<file path="config.mk">
export PLATFORM = sky130hd
export DESIGN_NAME = ifdec_decoder
export DESIGN_NICKNAME = d
export VERILOG_FILES = /design/src/hw/ifdec_pkg.sv /design/src/hw/ifdec_decoder.sv
export SDC_FILE = /design/constraint.sdc
export NUM_CORES = 1
export LEC_CHECK = 0
export ABC_CLOCK_PERIOD_IN_PS = 3100
export CELL_PAD_IN_SITES_DETAIL_PLACEMENT = 1
export CELL_PAD_IN_SITES_GLOBAL_PLACEMENT = 2
export CORE_MARGIN = 2
export CORE_UTILIZATION = 35
export CTS_BUF_LIST = sky130_fd_sc_hd__clkbuf_2 sky130_fd_sc_hd__clkbuf_4 sky130_fd_sc_hd__clkbuf_8
export DETAILED_ROUTE_END_ITERATION = 10
export DONT_BUFFER_PORTS = 1
export GPL_TIMING_DRIVEN = 0
export PLACE_DENSITY = 0.85
export SETUP_SLACK_MARGIN = 0.3
export SYNTH_ARGS = -nofsm -noshare
export SYNTH_HDL_FRONTEND = slang
export SYNTH_SLANG_ARGS = --single-unit
</file>
<file path="constraint.sdc">
create_clock -name clk_sys_in -period 3.1 [get_ports clk_sys_in]
set_clock_uncertainty 0.2 [all_clocks]
set_input_delay 0.465 -clock clk_sys_in [delete_from_list [all_inputs] [get_ports clk_sys_in]]
set_output_delay 0.465 -clock clk_sys_in [all_outputs]
set_load 0.01 [all_outputs]
</file>
<file path="src/hw/ifdec_pkg.sv">
package ifdec_pkg;

   localparam int IFD_AW = 32;

   // Instruction word split into its four nibbles, bit 15 down to bit 0
   typedef struct packed {
      logic [3:0] op;
      logic [3:0] fn;
      logic [3:0] fm;
      logic [3:0] fd;
   } ifdec_word_t;

   // Format families, one-hot; all zero marks an empty slot or a valid word that decodes to no format
   typedef enum logic [11:0] {
      IFD_FMT_NOP  = 12'h000,
      IFD_FMT_ZERO = 12'h001,
      IFD_FMT_N    = 12'h002,
      IFD_FMT_M    = 12'h004,
      IFD_FMT_NM   = 12'h008,
      IFD_FMT_MD   = 12'h010,
      IFD_FMT_ND4  = 12'h020,
      IFD_FMT_NMD  = 12'h040,
      IFD_FMT_D    = 12'h080,
      IFD_FMT_D12  = 12'h100,
      IFD_FMT_ND8  = 12'h200,
      IFD_FMT_I    = 12'h400,
      IFD_FMT_NI   = 12'h800
   } ifdec_fmt_t;

   // Operand kinds
   typedef enum logic [3:0] {
      IFD_OPK_NONE    = 4'h0,
      IFD_OPK_REG     = 4'h1,
      IFD_OPK_CTRL    = 4'h2,
      IFD_OPK_IND     = 4'h3,
      IFD_OPK_POSTINC = 4'h4,
      IFD_OPK_PREDEC  = 4'h5,
      IFD_OPK_IDXR0   = 4'h6,
      IFD_OPK_DISP    = 4'h7,
      IFD_OPK_GBRDISP = 4'h8,
      IFD_OPK_GBRIDX  = 4'h9,
      IFD_OPK_PCDISP  = 4'ha,
      IFD_OPK_PCREL   = 4'hb,
      IFD_OPK_IMM     = 4'hc,
      IFD_OPK_MAC     = 4'hd,
      IFD_OPK_R0      = 4'he
   } ifdec_opk_t;

   // Operand size; the code doubles as the displacement shift
   typedef enum logic [1:0] {
      IFD_SZ_BYTE = 2'h0,
      IFD_SZ_WORD = 2'h1,
      IFD_SZ_LONG = 2'h2
   } ifdec_size_t;

   typedef struct packed {
      logic valid;
      ifdec_fmt_t fmt;
      ifdec_opk_t src_kind;
      ifdec_opk_t dst_kind;
      logic [3:0] src_reg;
      logic [3:0] dst_reg;
      ifdec_size_t size;
      logic [IFD_AW-1:0] disp;
      logic [IFD_AW-1:0] imm;
      logic [IFD_AW-1:0] addr;
   } ifdec_out_t;

   localparam ifdec_out_t IFD_DEC_RST = '0;
   localparam logic [IFD_AW-1:0] IFD_PC_LONG_MASK = 32'hffff_fffc;
   localparam logic [1:0] IFD_TRAP_SHIFT = 2'h2;
   localparam logic [1:0] IFD_BR_SHIFT = 2'h1;

endpackage : ifdec_pkg

</file>
<file path="src/hw/ifdec_decoder.sv">
`timescale 1ns/1ps

module ifdec_decoder import ifdec_pkg::*; (
   // Clock and reset
   input wire logic clk_sys_in,
   input wire logic rst_n_in,
   // Fetch side
   input wire logic instr_valid_in,
   input wire ifdec_word_t instr_in,
   input wire logic [IFD_AW-1:0] pc_in,
   // Datapath side
   output ifdec_out_t dec_out
);

   ifdec_out_t dec_r;
   ifdec_out_t dec_nxt;
   ifdec_word_t w;
   logic [IFD_AW-1:0] d4z;
   logic [IFD_AW-1:0] d8z;
   logic [IFD_AW-1:0] d8s;
   logic [IFD_AW-1:0] d12s;
   logic [IFD_AW-1:0] pcb;

   function automatic logic [IFD_AW-1:0] scale_f(input logic [IFD_AW-1:0] v,
                                                 input logic [1:0] sh);
      scale_f = v << sh;
   endfunction : scale_f

   assign w = instr_in;
   assign d4z = {28'h0000000, w.fd};
   assign d8z = {24'h000000, w.fm, w.fd};
   assign d8s = {{24{w.fm[3]}}, w.fm, w.fd};
   assign d12s = {{20{w.fn[3]}}, w.fn, w.fm, w.fd};

   ////////////////////////////////////////////////////////////////////////
   // Field extraction; the opcode nibbles pick the format
   always_comb begin
      dec_nxt = IFD_DEC_RST;
      pcb = pc_in;
      case (w.op)
         4'h0: begin
            case (w.fd)
               4'h2, 4'ha: begin
                  dec_nxt.fmt = IFD_FMT_N;
                  dec_nxt.src_kind = IFD_OPK_CTRL;
                  dec_nxt.dst_kind = IFD_OPK_REG;
                  dec_nxt.dst_reg = w.fn;
               end
               4'h9: begin
                  // Only the t-flag move carries a register; the rest are bare
                  if (w.fm == 4'h2) begin
                     dec_nxt.fmt = IFD_FMT_N;
                     dec_nxt.dst_kind = IFD_OPK_REG;
                     dec_nxt.dst_reg = w.fn;
                  end else begin
                     dec_nxt.fmt = IFD_FMT_ZERO;
                  end
               end
               4'h3: begin
                  dec_nxt.fmt = IFD_FMT_M;
                  dec_nxt.src_kind = IFD_OPK_REG;
                  dec_nxt.src_reg = w.fn;
               end
               4'h4, 4'h5, 4'h6, 4'h7, 4'hc, 4'hd, 4'he: begin
                  dec_nxt.fmt = IFD_FMT_NM;
                  dec_nxt.src_reg = w.fm;
                  dec_nxt.dst_reg = w.fn;
                  dec_nxt.size = ifdec_size_t'(w.fd[1:0]);
                  dec_nxt.src_kind = w.fd[3] ? IFD_OPK_IDXR0 : IFD_OPK_REG;
                  dec_nxt.dst_kind = (w.fd[3] || w.fd == 4'h7) ? IFD_OPK_REG
                                                                : IFD_OPK_IDXR0;
               end
               4'hf: begin
                  dec_nxt.fmt = IFD_FMT_NM;
                  dec_nxt.src_kind = IFD_OPK_POSTINC;
                  dec_nxt.dst_kind = IFD_OPK_MAC;
                  dec_nxt.src_reg = w.fm;
                  dec_nxt.dst_reg = w.fn;
               end
               default: dec_nxt.fmt = IFD_FMT_ZERO;
            endcase
         end
         4'h1, 4'h5: begin
            dec_nxt.fmt = IFD_FMT_NMD;
            dec_nxt.size = IFD_SZ_LONG;
            dec_nxt.src_reg = w.fm;
            dec_nxt.dst_reg = w.fn;
            dec_nxt.disp = scale_f(d4z, IFD_SZ_LONG);
            dec_nxt.src_kind = w.op[2] ? IFD_OPK_DISP : IFD_OPK_REG;
            dec_nxt.dst_kind = w.op[2] ? IFD_OPK_REG : IFD_OPK_DISP;
         end
         4'h2, 4'h3, 4'h6: begin
            dec_nxt.fmt = IFD_FMT_NM;
            dec_nxt.src_reg = w.fm;
            dec_nxt.dst_reg = w.fn;
            dec_nxt.size = ifdec_size_t'(w.fd[1:0]);
            dec_nxt.src_kind = IFD_OPK_REG;
            dec_nxt.dst_kind = IFD_OPK_REG;
            if (w.op == 4'h2 && w.fd[3:2] == 2'h0) begin
               dec_nxt.dst_kind = IFD_OPK_IND;
            end else if (w.op == 4'h2 && w.fd[3:2] == 2'h1) begin
               dec_nxt.dst_kind = IFD_OPK_PREDEC;
            end else if (w.op == 4'h6 && w.fd[3:2] == 2'h0) begin
               dec_nxt.src_kind = IFD_OPK_IND;
            end else if (w.op == 4'h6 && w.fd[3:2] == 2'h1) begin
               dec_nxt.src_kind = IFD_OPK_POSTINC;
            end
         end
         4'h4: begin
            case (w.fd)
               4'h2, 4'h3: begin
                  dec_nxt.fmt = IFD_FMT_N;
                  dec_nxt.src_kind = IFD_OPK_CTRL;
                  dec_nxt.dst_kind = IFD_OPK_PREDEC;
                  dec_nxt.dst_reg = w.fn;
                  dec_nxt.size = IFD_SZ_LONG;
               end
               4'h6, 4'h7, 4'ha, 4'he: begin
                  dec_nxt.fmt = IFD_FMT_M;
                  dec_nxt.src_reg = w.fn;
                  dec_nxt.src_kind = w.fd[3] ? IFD_OPK_REG : IFD_OPK_POSTINC;
                  dec_nxt.dst_kind = IFD_OPK_CTRL;
                  dec_nxt.size = IFD_SZ_LONG;
               end
               4'hb: begin
                  dec_nxt.fmt = IFD_FMT_M;
                  dec_nxt.src_reg = w.fn;
                  dec_nxt.src_kind = IFD_OPK_REG;
               end
               4'hf: begin
                  dec_nxt.fmt = IFD_FMT_NM;
                  dec_nxt.src_kind = IFD_OPK_POSTINC;
                  dec_nxt.dst_kind = IFD_OPK_MAC;
                  dec_nxt.src_reg = w.fm;
                  dec_nxt.dst_reg = w.fn;
                  dec_nxt.size = IFD_SZ_WORD;
               end
               default: begin
                  dec_nxt.fmt = IFD_FMT_N;
                  dec_nxt.dst_kind = IFD_OPK_REG;
                  dec_nxt.dst_reg = w.fn;
               end
            endcase
         end
         4'h7, 4'he: begin
            dec_nxt.fmt = IFD_FMT_NI;
            dec_nxt.src_kind = IFD_OPK_IMM;
            dec_nxt.dst_kind = IFD_OPK_REG;
            dec_nxt.dst_reg = w.fn;
            dec_nxt.imm = d8s;
         end
         4'h8: begin
            dec_nxt.size = ifdec_size_t'(w.fn[1:0]);
            case (w.fn)
               4'h0, 4'h1, 4'h4, 4'h5: begin
                  // Base register sits in bits 7..4 for both short forms
                  dec_nxt.fmt = w.fn[2] ? IFD_FMT_MD : IFD_FMT_ND4;
                  dec_nxt.src_kind = w.fn[2] ? IFD_OPK_DISP : IFD_OPK_R0;
                  dec_nxt.dst_kind = w.fn[2] ? IFD_OPK_R0 : IFD_OPK_DISP;
                  dec_nxt.src_reg = w.fn[2] ? w.fm : 4'h0;
                  dec_nxt.dst_reg = w.fn[2] ? 4'h0 : w.fm;
                  dec_nxt.disp = scale_f(d4z, w.fn[1:0]);
               end
               4'h8: begin
                  dec_nxt.fmt = IFD_FMT_I;
                  dec_nxt.src_kind = IFD_OPK_IMM;
                  dec_nxt.dst_kind = IFD_OPK_R0;
                  dec_nxt.imm = d8s;
               end
               4'h9, 4'hb, 4'hd, 4'hf: begin
                  dec_nxt.fmt = IFD_FMT_D;
                  dec_nxt.src_kind = IFD_OPK_PCREL;
                  dec_nxt.disp = scale_f(d8s, IFD_BR_SHIFT);
               end
               default: dec_nxt.fmt = IFD_FMT_NOP;
            endcase
         end
         4'h9, 4'hd: begin
            dec_nxt.fmt = IFD_FMT_ND8;
            dec_nxt.size = w.op[2] ? IFD_SZ_LONG : IFD_SZ_WORD;
            dec_nxt.src_kind = IFD_OPK_PCDISP;
            dec_nxt.dst_kind = IFD_OPK_REG;
            dec_nxt.dst_reg = w.fn;
            dec_nxt.disp = scale_f(d8z, dec_nxt.size);
         end
         4'ha, 4'hb: begin
            dec_nxt.fmt = IFD_FMT_D12;
            dec_nxt.src_kind = IFD_OPK_PCREL;
            dec_nxt.disp = scale_f(d12s, IFD_BR_SHIFT);
         end
         4'hc: begin
            dec_nxt.size = ifdec_size_t'(w.fn[1:0]);
            if (w.fn == 4'h3) begin
               dec_nxt.fmt = IFD_FMT_I;
               dec_nxt.src_kind = IFD_OPK_IMM;
               dec_nxt.imm = scale_f(d8z, IFD_TRAP_SHIFT);
            end else if (w.fn[3]) begin
               dec_nxt.fmt = IFD_FMT_I;
               dec_nxt.size = IFD_SZ_BYTE;
               dec_nxt.src_kind = IFD_OPK_IMM;
               dec_nxt.dst_kind = w.fn[2] ? IFD_OPK_GBRIDX : IFD_OPK_R0;
               dec_nxt.imm = d8z;
            end else if (w.fn == 4'h7) begin
               dec_nxt.fmt = IFD_FMT_D;
               dec_nxt.size = IFD_SZ_LONG;
               dec_nxt.src_kind = IFD_OPK_PCDISP;
               dec_nxt.dst_kind = IFD_OPK_R0;
               dec_nxt.disp = scale_f(d8z, IFD_SZ_LONG);
            end else begin
               dec_nxt.fmt = IFD_FMT_D;
               dec_nxt.src_kind = w.fn[2] ? IFD_OPK_GBRDISP : IFD_OPK_R0;
               dec_nxt.dst_kind = w.fn[2] ? IFD_OPK_R0 : IFD_OPK_GBRDISP;
               dec_nxt.disp = scale_f(d8z, w.fn[1:0]);
            end
         end
         default: dec_nxt.fmt = IFD_FMT_NOP;
      endcase
      // Effective address for PC forms; the datapath adds register bases itself
      if (dec_nxt.src_kind == IFD_OPK_PCDISP) begin
         if (dec_nxt.size == IFD_SZ_LONG) begin
            pcb = pc_in & IFD_PC_LONG_MASK;
         end
         dec_nxt.addr = pcb + dec_nxt.disp;
      end else if (dec_nxt.src_kind == IFD_OPK_PCREL) begin
         dec_nxt.addr = pc_in + dec_nxt.disp;
      end
      dec_nxt.valid = 1'b1;
      if (!instr_valid_in) begin
         dec_nxt = IFD_DEC_RST;
      end
   end

   always_ff @(posedge clk_sys_in or negedge rst_n_in) begin
      if (!rst_n_in) begin
         dec_r <= IFD_DEC_RST;
      end else begin
         dec_r <= dec_nxt;
      end
   end

   assign dec_out = dec_r;

   ////////////////////////////////////////////////////////////////////////
   // Checks
   AST_ZERO_FMT:
   assert property (@(posedge clk_sys_in) disable iff (!rst_n_in)
      instr_valid_in && instr_in == 16'h0009 |=> dec_r.fmt == IFD_FMT_ZERO
      && dec_r.src_kind == IFD_OPK_NONE && dec_r.dst_kind == IFD_OPK_NONE)
      else $error("zero format carries an operand");
   AST_M_SRC:
   assert property (@(posedge clk_sys_in) disable iff (!rst_n_in)
      instr_valid_in && instr_in.op == 4'h4 && instr_in.fd == 4'hb
      |=> dec_r.fmt == IFD_FMT_M && dec_r.src_reg == $past(instr_in.fn))
      else $error("source-only register taken from wrong bits");
   AST_NM_SPLIT:
   assert property (@(posedge clk_sys_in) disable iff (!rst_n_in)
      instr_valid_in && instr_in.op == 4'h3 |=> dec_r.dst_reg == $past(instr_in.fn)
      && dec_r.src_reg == $past(instr_in.fm))
      else $error("two-register split wrong");
   AST_MAC:
   assert property (@(posedge clk_sys_in) disable iff (!rst_n_in)
      instr_valid_in && instr_in.op == 4'h4 && instr_in.fd == 4'hf
      |=> dec_r.src_kind == IFD_OPK_POSTINC && dec_r.dst_kind == IFD_OPK_MAC)
      else $error("multiply-accumulate operands wrong");
   AST_MD:
   assert property (@(posedge clk_sys_in) disable iff (!rst_n_in)
      instr_valid_in && instr_in.op == 4'h8 && instr_in.fn == 4'h4
      |=> dec_r.src_reg == $past(instr_in.fm) && dec_r.disp[3:0] == $past(instr_in.fd)
      && dec_r.dst_kind == IFD_OPK_R0)
      else $error("source displacement form wrong");
   AST_NMD_LONG:
   assert property (@(posedge clk_sys_in) disable iff (!rst_n_in)
      instr_valid_in && instr_in.op == 4'h1
      |=> dec_r.disp == {26'h0, $past(instr_in.fd), 2'h0})
      else $error("three-field displacement not scaled by four");
   AST_BRA:
   assert property (@(posedge clk_sys_in) disable iff (!rst_n_in)
      instr_valid_in && instr_in.op == 4'ha |=> dec_r.addr == $past(pc_in)
      + {{19{$past(instr_in.fn[3])}}, $past(instr_in[11:0]), 1'b0})
      else $error("long branch target wrong");
   AST_NI:
   assert property (@(posedge clk_sys_in) disable iff (!rst_n_in)
      instr_valid_in && instr_in.op == 4'h7 |=> dec_r.dst_reg == $past(instr_in.fn)
      && dec_r.imm[7:0] == $past(instr_in[7:0]) && dec_r.imm[31] == $past(instr_in.fm[3]))
      else $error("register immediate wrong");
   AST_PC_LONG:
   assert property (@(posedge clk_sys_in) disable iff (!rst_n_in)
      instr_valid_in && instr_in.op == 4'hd
      |=> dec_r.addr == ($past(pc_in) & IFD_PC_LONG_MASK) + {22'h0,
      $past(instr_in[7:0]), 2'h0})
      else $error("long PC-relative address wrong");
   AST_TRAP:
   assert property (@(posedge clk_sys_in) disable iff (!rst_n_in)
      instr_valid_in && instr_in.op == 4'hc && instr_in.fn == 4'h3
      |=> dec_r.imm == {22'h0, $past(instr_in[7:0]), 2'h0})
      else $error("trap immediate not quadrupled");
   AST_IDLE:
   assert property (@(posedge clk_sys_in) disable iff (!rst_n_in)
      !instr_valid_in |=> dec_r == IFD_DEC_RST)
      else $error("idle slot not cleared");

endmodule : ifdec_decoder

</file>
== Yosys cells after proc, flatten, opt, wreduce, memory -nomap -nowiden ==
Index checks and enable logic that the tools add are counted.

* Flip-flop bits (word level): 127
* Input port bits: 51
* Output and inout bits: 127
* Logic and storage cells: 148

* Add/subtract/negate cells: 2
* Equal/unequal tests: 42
* Shift operators: 3
* Muxes and demuxes: 65
* Reductions and logical operators: 26

{| class="wikitable"
|+ Operator list
! cell !! number
|-
| $mux W32 || 6
|-
| $pmux W32 S5 || 1
|-
| $mux W127 || 1
|-
| $pmux W12 S9 || 1
|-
| $pmux W32 S3 || 1
|-
| $eq A4 B4 Y1 const B || 21
|-
| $pmux W4 S4 || 5
|-
| $add A32 B32 Y32 || 2
|-
| $pmux W32 S2 || 1
|-
| $shl A8 B2 Y32 || 2
|-
| $eq A4 B3 Y1 const B || 11
|-
| $mux W4 || 10
|-
| $pmux W4 S2 || 5
|-
| $pmux W4 S9 || 1
|-
| $mux W34 || 1
|-
| $mux W3 || 11
|-
| $pmux W11 S3 || 1
|-
| $shl A4 B2 Y32 || 1
|-
| $pmux W4 S7 || 1
|-
| $eq A4 B2 Y1 const B || 6
|-
| $pmux W3 S4 || 2
|-
| $mux W20 || 1
|-
| $mux W16 || 1
|-
| $mux W8 || 2
|-
| other kinds (24) || 43
|}

== Logic depth before layout (Yosys ltp) ==
Gate-level depths: netlist of the first run.

* Depth in word-level cells: 12
* Gate-level depth with buffers: 22

== Worst setup path before layout of the first run ==
No wires, ideal clock.

* Path kind: in2reg
* Start: in instr_in[10] (netlist bit)
* End: reg dec_r (netlist bit dec_out[30])
* Arrival time: 4041 ps
* Setup slack: -1273 ps
* Stages: 22
* Path buffers: 2
* Cell sequence: buf_2 -> inv_1 -> ha_1 -> and3_1 -> clkbuf_1 -> nor2_1 -> nand2_1 -> o21ai_0 -> nor2b_1 -> and2_1 -> ha_1 -> inv_1 -> fa_1 -> inv_1 -> a21o_1 -> a21oi_1 -> or4_4 -> a31oi_2 -> a2bb2oi_2 -> a41oi_1 -> xor2_1 -> nor2_1

{| class="wikitable"
|+ RTL lines
! what !! line !! text
|-
| start, declared || ifdec_decoder.sv:9 || <nowiki>input wire ifdec_word_t instr_in,</nowiki>
|-
| end signal, assigned || ifdec_decoder.sv:237 || <nowiki>dec_r <= dec_nxt;</nowiki>
|-
| end, declared || ifdec_decoder.sv:15 || <nowiki>ifdec_out_t dec_r;</nowiki>
|}

==> results.py, run 1 <==
metrics = {
    "placed_design": {
        "place_congestion": 0.932,
        "io_buffers": 0,
        "dp_cells": 979,
        "place_ws_ns": -1.95,
        "hpwl_mm": 17.9,
    },
    "finish": {
        "final_nets": 891,
        "fillCellCount": 2080,
        "n_antenna_cell": 0,
        "area_growth_pct": 22.1,
        "drive_gt1_share_pct": 25.7,
        "largest_reg_flops": 87,
        "finalNonFillerCells": 1035,
        "utilization_pct": 43.4,
    },
    "drt": {
        "drt_pass1_iterations": 5,
        "drtIter0Drc": 254,
        "drt-total-wl_mm": 23.9,
        "drc": 0,
        "wl_per_cell_um": 23.1,
        "postRouteAntennaNets": 0,
        "vias_per_cell": 5.66,
        "vias": 5862,
    },
    "run": {
        "cap_violations": 0,
    },
    "timing": {
        "worst_slack_ns": -0.785,
        "min_period_ns": 3.89,
        "maxSlewViolCount": 0,
        "tightest_slew_ns": 0.786,
        "slew_headroom_pct": 47.5,
        "finalCritPeriodShare_pct": 125,
        "rsz0062_at_grt": "true",
        "finalHoldViolCount": 0,
        "clock.fmax_mhz": 257,
        "setup_viol": 28,
        "whs_ns": 0.0581,
    },
    "critical_path": {
        "critical_path_peak_fanout": 10,
        "critPathBufInv": 4,
        "endpoint_kind": "flop",
        "critPathKind": "input port to flop",
        "required_ns": 3.23,
        "startpoint_type": "input port",
        "path_depth": 21,
        "crit_slowest_cell": "or4_1",
        "crit_arrival_ns": 4.02,
        "cp_cell_sequence": "clkinvlp_4 -> ha_4 -> and3_4 -> clkbuf_16 -> a21oi_2 -> o21ai_1 -> a221o_1 -> or2_4 -> and2_4 -> ha_4 -> inv_2 -> fa_2 -> inv_2 -> a21o_1 -> a21oi_2 -> or4_4 -> nand3_2 -> a21oi_4 -> a211oi_2 -> or4_1 -> nand2_1",
        "cp_slowest_stage_delay_ns": 0.42,
        "critPathTopFamily": "simple AND/OR/NAND/NOR gates",
    },
    "global_routing": {
        "grt_overflow_total": 0,
        "track_usage_pct": 24.4,
        "grt_max_degree": 88,
        "grt_pass1_wl_mm": 36.5,
        "grt_pass1_vias": 6132,
        "antenna_found_initial": 0,
    },
    "power_and_ir_drop": {
        "p_sw_share_pct": 33.5,
        "p_per_area_mw_per_mm2": 358,
        "p_switching_uw": 930,
        "clock_power_share_pct": 31.0,
        "pwr-share-seq_pct": 43.5,
        "comb_power_share_pct": 25.5,
        "p_leak_uw": 0.00360,
        "p_int_uw": 1840,
        "ir_worst_vdd_mv": 0.183,
    },
    "die": {
        "start_util_pct": 35.5,
        "ios": 178,
        "die_w_um": 139,
        "coreArea_mm2": 0.0178,
        "die_y_um": 139,
        "die-area_mm2": 0.0192,
        "rows": 49,
    },
    "clock_network": {
        "clkSinkCount": 87,
        "root_buffer": "clkbuf_8",
        "cts-root-to-sink-buffers": 2,
        "cts_tree": "done",
        "tritoncts.num_buffers": 9,
        "htreeDepth": 3,
        "clkSlewWorstSetupHoldPaths_ns": 0.10,
    },
    "min_path": {
        "hold_depth": 2,
        "hold_path.class": "input port to flop",
    },
    "logic_synthesis": {
        "synth_nets": 840,
        "synth_top_family_by_area": "compound AO/OA/AOI/OAI gates",
        "syn_inst": 750,
        "synth.most_common_cell": "dfrtp_1",
        "synthFlopType": "dfrtp_1",
        "synth_area_mm2": 0.00634,
        "synth-compound-area-share_pct": 22.1,
        "synth_xor_area_share_pct": 4.01,
        "seq_area_frac_synth_pct": 34.4,
        "synth_area_leaders": "dfrtp_1, ha_1, buf_4",
        "syn_avg_cell_area_um2": 8.45,
        "synth-async-reset-ratio_pct": 100,
        "synthSimpleGateAreaFrac_pct": 20.9,
        "synth_fa_ha_area_share_pct": 7.94,
        "synthDistinctLibCells": 71,
        "yosys-top-cells-count": "dfrtp_1, nor2_1, nand2_1",
        "yosysTopAreaCell": "dfrtp_1",
        "yosys_warnings": 0,
        "synth-edff-count": 0,
        "synthMuxAreaShare_pct": 1.84,
        "synth_seq_cells": 87,
        "yosysTopAreaCellShare_pct": 34.4,
    },
    "run_status": {
        "status": "finished with violations",
        "violations": "setup timing",
    },
}
==> layout by cell type, fill, tap and decap left out, drive strengths merged, types with 20 or more instances in the layout <==
| cell type | instances |
|---|---|
| a21o | 22 |
| a21oi | 59 |
| and2 | 20 |
| buf | 86 |
| clkbuf | 40 |
| dfrtp | 87 |
| ha | 37 |
| inv | 25 |
| nand2 | 71 |
| nor2 | 77 |
| o21ai | 44 |
==> metal layers <==
metal / GRT usage, % / part of all wire, % / vias up
met4: 7.14 / 2.2 / 0
met1: 31.3 / 43 / 2909
met5: 0 / 0 / -
met2: 41.8 / 49 / 195
met3: 4.94 / 5.6 / 34
li1: - / - / 2724
==> cells by family (layout without fill, tap and decap cells) <==
family | after synthesis | in the layout
AO/OA/AOI/OAI | 211 | 211
XOR/XNOR | 29 | 29
adder cells (fa/ha/maj) | 39 | 39
buffers and inverters | 105 | 161
flip-flops | 87 | 87
multiplexers | 11 | 11
AND/OR/NAND/NOR | 268 | 268
==> per-stage QoR <==
stage	TNS, ns	power [uW]	area (um^2)
finish	-17.27	2770	7740
global route	-21.38	2920	7740
CTS	-15.99	2770	7540
detailed placement	-42.02	1820	6870
global placement	-41.98	1810	6870
floorplan	-20.17	1660	6580
==> power by group through the flow <==
stage	clock, uW	combinational (uW)	sequential, uW
2_1_floorplan	0	445	1220
3_3_place_gp	0	580	1230
3_5_place_dp	0	593	1230
4_1_cts	887	681	1210
5_1_grt	939	771	1210
6_report	860	707	1200
==> area by class of cell <==
cell class | count | area [um^2] | area share (%)
buffer | 79 | 556 | 7.18
clock buffer | 10 | 138 | 1.78
clock inverter | 6 | 68.8 | 0.889
inverter | 26 | 109 | 1.41
multi-input combinational | 558 | 4070 | 52.6
sequential | 87 | 2180 | 28.1
tap | 229 | 287 | 3.70
timing repair buffer | 39 | 325 | 4.20
timing repair inverter | 1 | 5.00 | 0.0647
==> what timing repair did <==
item                                    4_1_cts  5_1_grt
cloned                                        0        1
buffers inserted                             19       17
hold buffers                                  3        0
pin swaps                                    43       10
hold endpoints to repair                     88        0
endpoints found under the setup margin       32       32
gates resized for setup                      66       16
==> path summary, 6_finish.rpt <==
kind	endpoint	startpoint	slack [ns]
max in group asynchronous	dec_out[2]	rst_n_in	1.89
min in group asynchronous	dec_out[119]	rst_n_in	0.46
setup / recovery	dec_out[24]	instr_in[11]	-0.79
hold / removal	dec_out[101]	instr_in[11]	0.06
Note: power is estimated with default switching activity, not from simulation.
==> run 2: changes to the inputs <==
- TNS_END_PERCENT: not set -> 10
==> results.py, run 2 (synthesis gave the netlist of run 1 again) <==
metrics = {
    "drt": {
        "drc": 0,
        "wl_per_cell_um": 22.6,
        "drt_pass1_iterations": 4,
        "vias": 5797,
        "drtIter0Drc": 299,
        "drt-total-wl_mm": 23.1,
        "vias_per_cell": 5.68,
        "postRouteAntennaNets": 0,
    },
    "run": {
        "cap_violations": 0,
    },
    "power_and_ir_drop": {
        "clock_power_share_pct": 31.0,
        "power.total_uw": 2750,
        "p_per_area_mw_per_mm2": 358,
        "p_int_uw": 1870,
        "p_sw_share_pct": 32.2,
        "comb_power_share_pct": 25.4,
        "p_switching_uw": 888,
        "p_leak_uw": 0.00353,
        "pwr-share-seq_pct": 43.7,
        "ir_worst_vdd_mv": 0.189,
    },
    "critical_path": {
        "cp-startpoint": "instr_in[14]",
        "startpoint_type": "input port",
        "crit_end": "dec_out[30]",
        "endpoint_kind": "flop",
        "crit_arrival_ns": 4.03,
        "critical_path_peak_fanout": 10,
        "required_ns": 3.15,
        "critPathKind": "input port to flop",
    },
    "min_path": {
        "hold_path.class": "input port to flop",
        "hp-start": "instr_in[11]",
    },
    "timing": {
        "finalCritPeriodShare_pct": 129,
        "whs_ns": 0.0582,
        "worst_slack_ns": -0.888,
        "clock.fmax_mhz": 251,
        "rsz0062_at_grt": "true",
        "tightest_slew_ns": 1.09,
        "min_period_ns": 3.99,
        "maxSlewViolCount": 0,
        "setup_viol": 28,
        "finalHoldViolCount": 0,
        "slew_headroom_pct": 27.0,
    },
    "clock_network": {
        "tritoncts.num_buffers": 9,
        "htreeDepth": 3,
        "root_buffer": "clkbuf_8",
        "clkSlewWorstSetupHoldPaths_ns": 0.09,
        "cts-root-to-sink-buffers": 2,
        "clkSinkCount": 87,
        "cts_tree": "done",
    },
    "placed_design": {
        "place_congestion": 0.959,
        "hpwl_mm": 17.2,
        "place_ws_ns": -1.99,
        "io_buffers": 0,
        "place_area_mm2": 0.00684,
        "dp_cells": 979,
    },
    "finish": {
        "final-seq-area_mm2": 0.00218,
        "n_antenna_cell": 0,
        "final_cell_mix": "dfrtp_1, nor2_1, nand2_1, buf_4, a21oi_1",
        "mostFrequentLayoutCell": "dfrtp_1",
        "largest_reg_flops": 87,
        "final_nets": 876,
        "multiInputGateArea_mm2": 0.00410,
        "drive_gt1_share_pct": 24.1,
        "finalNonFillerCells": 1020,
        "area_growth_pct": 21.4,
        "final_area_mm2": 0.00769,
        "fillCellCount": 2088,
    },
    "global_routing": {
        "track_usage_pct": 23.5,
        "grt_pass1_vias": 6065,
        "grt_overflow_total": 0,
        "antenna_found_initial": 0,
        "grt_max_degree": 88,
        "grt_pass1_wl_mm": 35.6,
    },
    "run_status": {
        "status": "finished with violations",
        "violations": "setup timing",
    },
    "die": {
        "die_y_um": 139,
        "start_util_pct": 35.5,
        "die_w_um": 139,
        "die-area_mm2": 0.0192,
        "coreArea_mm2": 0.0178,
        "ios": 178,
        "rows": 49,
    },
}
run 2: through the flow:
step	utilization, %	TNS [ns]
after floorplan	-	-20.44
after global placement	38.4	-41.37
after detailed placement	38.4	-42.99
after CTS	41.9	-16.92
after global routing	43.1	-21.25
final	43.1	-17.18
run 2: layout make-up:
type | count | share of cell area (%)
inverter | 26 | 1.56
buffer | 79 | 7.29
clock buffer | 12 | 2.07
sequential | 87 | 28.3
multi-input combinational | 558 | 53.3
timing repair buffer | 25 | 3.03
clock inverter | 4 | 0.699
tap | 229 | 3.72
run 2: worst min-delay path by stage:
stage	to	depth (start not counted)
2_1_floorplan	dec_out[0]	0
3_3_place_gp	dec_out[62]	0
3_5_place_dp	dec_out[102]	0
4_1_cts	dec_out[32]	2
5_1_grt	dec_out[41]	2
6_report	dec_out[101]	2
run 2: layer usage:
metal / up-vias / share of wire (%) / global-route usage [%]
met5: - / 0 / 0
met4: 0 / 1.7 / 6.82
met3: 23 / 5.3 / 4.07
met2: 181 / 48 / 38.4
met1: 2897 / 45 / 32.1
li1: 2696 / - / -
run 2: timing repair:
item / 4_1_cts / 5_1_grt
endpoints found under the hold margin: 88 / 0
endpoints found under the setup margin: 32 / 32
pin swaps: 37 / 29
hold buffers: 3 / 0
setup buffers: 13 / 9
resized for setup: 60 / 41
run 2: power groups by stage:
| stage | clock [uW] | combinational, uW | sequential, uW |
|---|---|---|---|
| after floorplan | 0 | 442 | 1220 |
| after global placement | 0 | 571 | 1220 |
| after detailed placement | 0 | 584 | 1230 |
| after CTS | 880 | 660 | 1200 |
| after global routing | 918 | 763 | 1210 |
| final | 852 | 698 | 1200 |
run 2: worst max-delay path: stages:
cell and delay (ns):
buf_8 0.13, buf_8 0.11, a21oi_4 0.07, and2_4 0.17, a31o_4 0.22, a2111oi_4 0.39
or2_4 0.20, and2_4 0.14, ha_4 0.13, inv_2 0.04, fa_2 0.35, inv_2 0.06
a21o_1 0.13, a21oi_2 0.06, or4_4 0.46, a31oi_4 0.25, a2bb2oi_4 0.26, a41oi_2 0.16
xor2_1 0.17, nor2_1 0.07
